`src/stg_pkg.sv`:
```
// Constants and types for the segment translate and gate check unit.
// Assumes 64-bit descriptors and task state entries read over a simple memory port.
package stg_pkg;
   // Selector layout
   localparam int SEL_RPL_LSB = 0;
   localparam int SEL_TI_BIT = 2;
   localparam int SEL_IDX_LSB = 3;
   localparam logic [15:0] SEL_NULL_MASK = 16'hFFFC;
   localparam logic [15:0] ERR_SEL_MASK = 16'hFFFC;
   localparam logic [15:0] ERR_CODE_ZERO = 16'h0000;
   // Descriptor layout
   localparam int DESC_BASE_LO_LSB = 16;
   localparam int DESC_BASE_HI_LSB = 56;
   localparam int DESC_TYPE_LSB = 40;
   localparam int DESC_S_BIT = 44;
   localparam int DESC_DPL_LSB = 45;
   localparam int DESC_P_BIT = 47;
   localparam int GATE_SEL_LSB = 16;
   localparam int GATE_OFF_HI_LSB = 48;
   localparam logic [3:0] TYPE_CALL_GATE = 4'hC;
   localparam int TYPE_CODE_BIT = 3;
   // Task state record: one 64-bit entry per level, stack pointer low, selector above
   localparam logic [31:0] TSS_STACK_OFS = 32'h0000_0008;
   localparam int TSS_SS_LSB = 32;
   // Exception vectors
   localparam logic [7:0] VEC_DIVIDE = 8'h00;
   localparam logic [7:0] VEC_PROT = 8'h0D;

   typedef enum logic [1:0] {
      STG_DATA = 2'h0,
      STG_STACK = 2'h1,
      STG_GATE = 2'h2,
      STG_DIV = 2'h3
   } stg_kind_t;

   typedef enum logic [3:0] {
      ST_IDLE = 4'b0001,
      ST_SEG = 4'b0010,
      ST_TGT = 4'b0100,
      ST_STK = 4'b1000
   } stg_state_t;
endpackage

```
`src/stg_desc_decode.sv`:
```
// Field extraction from one 64-bit segment or gate descriptor.
// Pure combinational; the caller registers whatever it keeps.
module stg_desc_decode
   import stg_pkg::*;
(
   // Raw descriptor
   input wire logic [63:0] desc,
   // Segment fields
   output logic [31:0] base,
   output logic [1:0] dpl,
   output logic present,
   output logic is_code,
   output logic is_data,
   // Gate fields
   output logic is_call_gate,
   output logic [15:0] gate_sel,
   output logic [31:0] gate_off
);
   logic sys;
   assign sys = ~desc[DESC_S_BIT];
   assign base = {desc[DESC_BASE_HI_LSB +: 8], desc[DESC_BASE_LO_LSB +: 24]};
   assign dpl = desc[DESC_DPL_LSB +: 2];
   assign present = desc[DESC_P_BIT];
   assign is_code = ~sys & desc[DESC_TYPE_LSB + TYPE_CODE_BIT];
   assign is_data = ~sys & ~desc[DESC_TYPE_LSB + TYPE_CODE_BIT];
   assign is_call_gate = sys & (desc[DESC_TYPE_LSB +: 4] == TYPE_CALL_GATE);
   assign gate_sel = desc[GATE_SEL_LSB +: 16];
   assign gate_off = {desc[GATE_OFF_HI_LSB +: 16], desc[15:0]};
endmodule // stg_desc_decode

```
`src/stg_unit.sv`:
```
// Segment translation and call-gate privilege checking for the execution core.
// Assumes the core, table base inputs and descriptor memory share ref_clk.
//
// Overview of operation
// - Every protected access resolves through a global or local table descriptor.
// - Selector gives index, table-select bit and requested level; bit picks table.
// - Linear address is descriptor base plus supplied offset.
// - Code, data or stack access only if reachable from current level.
// - Global table base and local table base come from dedicated inputs.
// - Call gate reaches only code at equal or more privileged level.
// - Gate check compares current level with gate and target levels.
// - On pass, target selector and entry offset come from the gate.
// - Privilege change through gate loads new stack from task state record.
// - Faults without an accurate error code report code zero.
// - Integer divide by zero raises an exception.
// - Offsets are byte addresses, whatever the access width.
module stg_unit
   import stg_pkg::*;
(
   // Clock and reset
   input wire logic ref_clk,
   input wire logic resetn,
   // Request from the core
   input wire logic req_valid,
   output logic req_ready,
   input wire stg_pkg::stg_kind_t req_kind,
   input wire logic [15:0] req_sel,
   input wire logic [31:0] req_offset,
   input wire logic [31:0] req_divisor,
   input wire logic [1:0] current_priv_level,
   // Table and task state bases
   input wire logic [31:0] global_table_base_reg,
   input wire logic [31:0] local_table_base_reg,
   input wire logic [31:0] task_state_record,
   // Descriptor memory
   output logic mem_rd_req,
   output logic [31:0] mem_rd_addr,
   input wire logic mem_rd_ack,
   input wire logic [63:0] mem_rd_data,
   input wire logic mem_rd_err,
   // Response
   output logic rsp_valid,
   output logic rsp_fault,
   output logic [7:0] rsp_vector,
   output logic [15:0] rsp_err_code,
   output logic [31:0] rsp_linear,
   output logic [15:0] rsp_new_cs,
   output logic [31:0] rsp_new_ip,
   output logic [15:0] rsp_new_ss,
   output logic [31:0] rsp_new_sp,
   output logic rsp_stack_switch
);
   import stg_pkg::*;

   stg_state_t state_r, state_nxt;
   stg_kind_t kind_r, kind_nxt;
   logic [15:0] sel_r, sel_nxt;
   logic [31:0] off_r, off_nxt;
   logic [1:0] cpl_r, cpl_nxt;
   logic [15:0] gsel_r, gsel_nxt;
   logic [31:0] goff_r, goff_nxt;
   logic [1:0] tdpl_r, tdpl_nxt;
   logic req_ready_nxt, mem_rd_req_nxt, rsp_valid_nxt, rsp_fault_nxt, rsp_sw_nxt;
   logic [31:0] mem_rd_addr_nxt, rsp_linear_nxt, rsp_ip_nxt, rsp_sp_nxt;
   logic [7:0] rsp_vector_nxt;
   logic [15:0] rsp_err_nxt, rsp_cs_nxt, rsp_ss_nxt;
   logic saw_read_r;

   logic [31:0] d_base, d_goff;
   logic [1:0] d_dpl, eff_pl;
   logic d_p, d_code, d_data, d_gate;
   logic [15:0] d_gsel;
   logic take, got, seg_ok, gate_ok, tgt_ok;

   stg_desc_decode u_dec (
      .desc(mem_rd_data),
      .base(d_base),
      .dpl(d_dpl),
      .present(d_p),
      .is_code(d_code),
      .is_data(d_data),
      .is_call_gate(d_gate),
      .gate_sel(d_gsel),
      .gate_off(d_goff)
   );

   // Descriptor address: selected table base plus eight bytes per index
   function automatic logic [31:0] tbl_addr(input logic [15:0] s, input logic [31:0] gb, input logic [31:0] lb);
      return (s[SEL_TI_BIT] ? lb : gb) + {16'h0000, s[15:SEL_IDX_LSB], 3'h0};
   endfunction

   assign take = req_valid & req_ready;
   assign got = mem_rd_req & mem_rd_ack;
   // Weaker of current level and requested level governs data access
   assign eff_pl = (cpl_r > sel_r[SEL_RPL_LSB +: 2]) ? cpl_r : sel_r[SEL_RPL_LSB +: 2];
   // Stack needs a data segment at the current level; data access takes data or code at equal or lower privilege
   assign seg_ok = d_p & ((kind_r == STG_DATA) ? (d_data | d_code) & (d_dpl >= eff_pl)
                                               : d_data & (d_dpl == cpl_r));
   assign gate_ok = d_p & d_gate & (d_dpl >= eff_pl);
   assign tgt_ok = d_p & d_code & (d_dpl <= cpl_r);

   always_comb begin
      state_nxt = state_r;
      kind_nxt = kind_r;
      sel_nxt = sel_r;
      off_nxt = off_r;
      cpl_nxt = cpl_r;
      gsel_nxt = gsel_r;
      goff_nxt = goff_r;
      tdpl_nxt = tdpl_r;
      req_ready_nxt = req_ready;
      mem_rd_req_nxt = mem_rd_req;
      mem_rd_addr_nxt = mem_rd_addr;
      rsp_valid_nxt = 1'b0;
      rsp_fault_nxt = rsp_fault;
      rsp_vector_nxt = rsp_vector;
      rsp_err_nxt = rsp_err_code;
      rsp_linear_nxt = rsp_linear;
      rsp_cs_nxt = rsp_new_cs;
      rsp_ip_nxt = rsp_new_ip;
      rsp_ss_nxt = rsp_new_ss;
      rsp_sp_nxt = rsp_new_sp;
      rsp_sw_nxt = rsp_stack_switch;
      if (rsp_valid) begin
         rsp_fault_nxt = 1'b0;
         rsp_linear_nxt = '0;
         rsp_sw_nxt = 1'b0;
      end
      unique case (state_r)
         ST_IDLE: begin
            if (take) begin
               kind_nxt = req_kind;
               sel_nxt = req_sel;
               off_nxt = req_offset;
               cpl_nxt = current_priv_level;
               if (req_kind == STG_DIV) begin
                  rsp_valid_nxt = 1'b1;
                  rsp_fault_nxt = (req_divisor == 32'h0000_0000);
                  rsp_vector_nxt = VEC_DIVIDE;
                  rsp_err_nxt = ERR_CODE_ZERO;
               end else if ((req_sel & SEL_NULL_MASK) == 16'h0000) begin
                  // Null selector never reaches a table
                  rsp_valid_nxt = 1'b1;
                  rsp_fault_nxt = 1'b1;
                  rsp_vector_nxt = VEC_PROT;
                  rsp_err_nxt = ERR_CODE_ZERO;
               end else begin
                  req_ready_nxt = 1'b0;
                  mem_rd_req_nxt = 1'b1;
                  mem_rd_addr_nxt = tbl_addr(req_sel, global_table_base_reg, local_table_base_reg);
                  state_nxt = ST_SEG;
               end
            end
         end
         ST_SEG, ST_TGT, ST_STK: begin
            if (got) begin
               mem_rd_req_nxt = 1'b0;
               state_nxt = ST_IDLE;
               req_ready_nxt = 1'b1;
               rsp_valid_nxt = 1'b1;
               rsp_fault_nxt = 1'b1;
               rsp_vector_nxt = VEC_PROT;
               rsp_err_nxt = sel_r & ERR_SEL_MASK;
               if (mem_rd_err) begin
                  rsp_err_nxt = ERR_CODE_ZERO;
               end else if (state_r == ST_SEG && kind_r != STG_GATE) begin
                  if (seg_ok) begin
                     rsp_fault_nxt = 1'b0;
                     rsp_err_nxt = ERR_CODE_ZERO;
                     rsp_linear_nxt = d_base + off_r;
                  end
               end else if (state_r == ST_SEG) begin
                  if (gate_ok) begin
                     // Target comes from the gate, not from the request
                     gsel_nxt = d_gsel;
                     goff_nxt = d_goff;
                     sel_nxt = d_gsel;
                     rsp_valid_nxt = 1'b0;
                     rsp_fault_nxt = 1'b0;
                     req_ready_nxt = 1'b0;
                     if ((d_gsel & SEL_NULL_MASK) == 16'h0000) begin
                        rsp_valid_nxt = 1'b1;
                        rsp_fault_nxt = 1'b1;
                        rsp_err_nxt = ERR_CODE_ZERO;
                        req_ready_nxt = 1'b1;
                     end else begin
                        mem_rd_req_nxt = 1'b1;
                        mem_rd_addr_nxt = tbl_addr(d_gsel, global_table_base_reg, local_table_base_reg);
                        state_nxt = ST_TGT;
                     end
                  end
               end else if (state_r == ST_TGT) begin
                  if (tgt_ok) begin
                     rsp_cs_nxt = {gsel_r[15:2], d_dpl};
                     rsp_ip_nxt = goff_r;
                     tdpl_nxt = d_dpl;
                     if (d_dpl < cpl_r) begin
                        rsp_valid_nxt = 1'b0;
                        rsp_fault_nxt = 1'b0;
                        req_ready_nxt = 1'b0;
                        mem_rd_req_nxt = 1'b1;
                        mem_rd_addr_nxt = task_state_record + TSS_STACK_OFS + {27'h0, d_dpl, 3'h0};
                        state_nxt = ST_STK;
                     end else begin
                        rsp_fault_nxt = 1'b0;
                        rsp_err_nxt = ERR_CODE_ZERO;
                     end
                  end
               end else begin
                  rsp_fault_nxt = 1'b0;
                  rsp_err_nxt = ERR_CODE_ZERO;
                  rsp_ss_nxt = mem_rd_data[TSS_SS_LSB +: 16];
                  rsp_sp_nxt = mem_rd_data[31:0];
                  rsp_sw_nxt = 1'b1;
               end
               if (!rsp_fault_nxt) begin
                  rsp_vector_nxt = VEC_PROT;
               end
            end
         end
      endcase
   end

   always_ff @(posedge ref_clk) begin
      if (!resetn) begin
         state_r <= ST_IDLE;
         kind_r <= STG_DATA;
         sel_r <= '0;
         off_r <= '0;
         cpl_r <= '0;
         gsel_r <= '0;
         goff_r <= '0;
         tdpl_r <= '0;
         req_ready <= 1'b1;
         mem_rd_req <= 1'b0;
         mem_rd_addr <= '0;
         rsp_valid <= 1'b0;
         rsp_fault <= 1'b0;
         rsp_vector <= VEC_PROT;
         rsp_err_code <= ERR_CODE_ZERO;
         rsp_linear <= '0;
         rsp_new_cs <= '0;
         rsp_new_ip <= '0;
         rsp_new_ss <= '0;
         rsp_new_sp <= '0;
         rsp_stack_switch <= 1'b0;
         saw_read_r <= 1'b0;
      end else begin
         state_r <= state_nxt;
         kind_r <= kind_nxt;
         sel_r <= sel_nxt;
         off_r <= off_nxt;
         cpl_r <= cpl_nxt;
         gsel_r <= gsel_nxt;
         goff_r <= goff_nxt;
         tdpl_r <= tdpl_nxt;
         req_ready <= req_ready_nxt;
         mem_rd_req <= mem_rd_req_nxt;
         mem_rd_addr <= mem_rd_addr_nxt;
         rsp_valid <= rsp_valid_nxt;
         rsp_fault <= rsp_fault_nxt;
         rsp_vector <= rsp_vector_nxt;
         rsp_err_code <= rsp_err_nxt;
         rsp_linear <= rsp_linear_nxt;
         rsp_new_cs <= rsp_cs_nxt;
         rsp_new_ip <= rsp_ip_nxt;
         rsp_new_ss <= rsp_ss_nxt;
         rsp_new_sp <= rsp_sp_nxt;
         rsp_stack_switch <= rsp_sw_nxt;
         saw_read_r <= take ? 1'b0 : (saw_read_r | got);
      end
   end
endmodule // stg_unit

```
`config.mk`:
```
export PLATFORM = sky130hd
export DESIGN_NAME = stg_unit
export DESIGN_NICKNAME = d
export VERILOG_FILES = /design/src/stg_pkg.sv /design/src/stg_desc_decode.sv /design/src/stg_unit.sv
export SDC_FILE = /design/constraint.sdc
export NUM_CORES = 1
export LEC_CHECK = 0
export ABC_AREA = 0
export BUFFER_PORTS_ARGS = -buffer_cell sky130_fd_sc_hd__buf_2
export CORE_MARGIN = 2
export CORE_UTILIZATION = 35
export CTS_CLUSTER_SIZE = 8
export DETAILED_ROUTE_END_ITERATION = 10
export PLACE_DENSITY = 0.55
export SKIP_LAST_GASP = 1
export SYNTH_ARGS = -nofsm -noshare
export SYNTH_HDL_FRONTEND = slang
export SYNTH_SLANG_ARGS = --single-unit
```
`constraint.sdc`:
```
create_clock -name ref_clk -period 5.42 [get_ports ref_clk]
set_clock_uncertainty 0.05 [all_clocks]
set_input_delay 0.271 -clock ref_clk [delete_from_list [all_inputs] [get_ports ref_clk]]
set_output_delay 0.271 -clock ref_clk [all_outputs]
set_load 0.02 [all_outputs]
```
==> metrics.csv <==
metric;value;unit
status;complete, no violations;
Routed Antenna Nets;0;
Syn Std Cell Area;0.01573;sq mm
GR peak layer;met2;
CP cell instances;inv_1 -> ha_1 -> nor2_1 -> nor2_1 -> o32ai_1 -> a21oi_1 -> ha_1 -> nand2b_1 -> a21oi_1 -> nor4_1 -> nand2_1 -> nor2_1 -> nand2_2 -> a22oi_2 -> buf_4 -> nor2_1 -> a311oi_1 -> dlygate4sd3_1;
row cnt;77;
CP max FO;32;
mux share of post-synthesis cell area;4.423;%
Die Wd;216.0;um
CORE AREA;0.04432;sq mm
I/O pin total;438;
simple logic cell fraction of the synthesized area;23.45;%
First-pass DRT Iterations;8;
Yosys reg bits;281;
Iter 0 DRT Violations;1149;
final WL;61330;um
nets;2862;
Setup violations, final;0;
first-pass GRT wire length;93250;um
fin crit period;4.150;ns
Pwr Total;5.964;mW
Critical Path Source Type;flip-flop;
RSZ-0062 raised after global routing;false;
max cap viols;0;
Vias/cell;5.343;
maximum vdd drop;0.0001905;V
final RePlAce weighted congestion;0.9133;
initial antenna violation count;5;
synth warn;0;
Syn Area/Cell;7.588;sq um
layout cells sized above 1;21.68;%
grt met1 use;32.58;%
die height;216.0;um
H-tree levels;2;
count of unresolved DRC violations after routing;0;
post-DR wirelength/cell;19.52;um
Worst-Margin Slew;1.182;ns
most used cell, CP;nor2_1;
vias in the first global route;16150;
Post-CTS Hold Buffers;99;
routed via count;16790;
clk_lat worst skew;0.56;ns
Synth Area in XOR/XNOR;5.234;%
Cells after Synth;2073;
Hold Crit Class;input pin to flip-flop;
IO Port Bufs;430;
CP top delay family;simple AND/OR/NAND/NOR gates;
PostCTS Resize Cnt;0;
Die ar.;0.04665;sq mm
adder-cell share of the synthesized area;5.918;%
CP required;5.87;ns
gr usage total;25.44;%
crit end category;flip-flop;
Clock Sinks;281;
post-synthesis async set-or-reset flop share;0;%
Final period util;76.57;%
dpl cell area;0.01831;sq mm
critical path's slowest cell;dlygate4sd3_1;
dpl cells;2991;
WP buf/inv;3;
Initial Utilization;35.49;%
power density over cell area;292.0;mW/mm^2
Max Fclk;241.0;MHz
main combinational cell family by area after synthesis;simple AND/OR/NAND/NOR gates;
number of synthesized flops with an enable pin;0;
HPWL Detailed;44340;um
Setup TNS;0;ns
pin count of the biggest net entering global routing;111;
Synth Area in Compound Gates;21.01;%
CTS tree;done;
Final Cell Area;0.02042;sq mm
Slew headroom;20.75;%
Num CTS Buffers;41;
Max Slew Vio Count;0;
CP max stage delay;0.57;ns
area grow syn2layout;29.84;%
number of setup buffers added after CTS;0;
crit path DAT;4.60;ns
CTS Buffer Depth;3;
met3 GRT Util;5.285;%
top_reg_cell synth;dfxtp_1;
Final Non-Filler Cells;3142;
gr ovfl total;0;
CTS Root Cell;clkbuf_16;
sequential area share after synthesis;35.76;%
final hold vios;0;
Setup Crit Path Kind;flip-flop to flip-flop;
clk slew on worst S/H paths;0.05;ns
Synth cell types;72;
GR Util met2;42.90;%
leakage;8.609;nW
-- cells in the mapped netlist (8+ instances only) --
master    number  area [sq um]
nand2_1      505          1896
a21oi_1      293          1466
dfxtp_1      281          5625
nor2_1       126         473.0
clkbuf_1     108         405.4
o21ai_0       90         450.4
ha_1          68         850.8
xnor2_1       53         464.2
nand3_1       52         260.3
xor2_1        41         359.1
mux2i_1       38         380.4
mux2_2        28         315.3
nor3_1        28         140.1
inv_1         26         97.59
o211ai_1      23         172.7
a21o_1        22         165.2
nor4_1        22         137.6
a211oi_1      20         150.1
a22oi_1       18         135.1
nand4_1       18         112.6
nor3b_1       18         135.1
a311oi_1      16         140.1
nor2b_1       14         87.58
a31oi_1       13         81.33
buf_4         12         90.09
and2_1        11         68.82
nand2b_1      11         68.82
o21a_1         8         60.06
-- registers in the layout, indices dropped and copies added, names as in the netlist, 14 cells and up --
register,count
goff_r,32
mem_rd_addr,32
off_r,32
rsp_linear,32
rsp_new_ip,32
rsp_new_sp,32
rsp_new_cs,16
rsp_new_ss,16
sel_r,16
gsel_r,14
rsp_err_code,14
-- through the flow --
step	util [%]	worst slack [ns]	hold WS [ns]
floorplan	-	1.152	0.3570
global placement	41.32	1.393	0.3856
detailed placement	41.32	1.337	0.3880
CTS	46.06	1.302	0.003231
global route	46.08	1.026	0.01951
finish	46.09	1.270	0.03652
-- where the power goes --
| part | internal (mW) | switching [mW] |
|---|---|---|
| clock | 1.40 | 0.925 |
| sequential | 2.18 | 0.0757 |
| combinational | 0.521 | 0.863 |
| total | 4.10 | 1.86 |
-- kinds of logic after synthesis --
logic type | after synthesis
buffers and inverters | 157
AO/OA/AOI/OAI | 559
AND/OR/NAND/NOR | 843
flip-flops | 281
adder cells (fa/ha/maj) | 72
XOR/XNOR | 94
other | 1
multiplexers | 66
-- per-layer routing --
layer  part of all wire (%)  routed length [um]
met5                  0.021                  13
met4                    2.7                1668
met3                    7.0                4279
met2                     47               28570
met1                     44               26800
-- final cells by class --
class                   count  area (sq um)
clock inverters             2         13.76
fillers                  4549         23890
flip-flops and latches    281          5625
clock buffers              46          1097
inverters                  26         105.1
repair buffers            550          3301
multi-input cells        1641          9532
diodes                      4         10.01
well taps                 592         740.7
-- path summary, 6_finish.rpt --
| check | startpoint | endpoint | slack, ns | cells after the start |
|---|---|---|---|---|
| min reg2reg | rsp_linear[21]$_SDFF_PN0_ | rsp_linear[21]$_SDFF_PN0_ | 0.39 | 2 |
| max | cpl_r[1]$_SDFFE_PN0P_ | sel_r[0]$_SDFFE_PN0P_ | 1.27 | 18 |
| min | mem_rd_data[46] | rsp_new_cs[1]$_SDFFE_PN0P_ | 0.04 | 3 |
| max reg2reg | cpl_r[1]$_SDFFE_PN0P_ | sel_r[0]$_SDFFE_PN0P_ | 1.27 | 18 |
-- cells in the final DEF (no fill, tap or decap), drive strengths merged, types with 27 or more instances in the layout --
master	n
a21oi	293
buf	451
clkbuf	46
dfxtp	281
dlygate4sd3	99
ha	68
inv	27
mux2	28
mux2i	38
nand2	505
nand3	52
nor2	126
nor3	31
o21ai	92
xnor2	53
xor2	41
-- worst min-delay path, cell delays in order --
cell,delay (ns)
buf_2,0.17
nand2_1,0.08
a21oi_1,0.05
(Power assumes the default switching activity.)
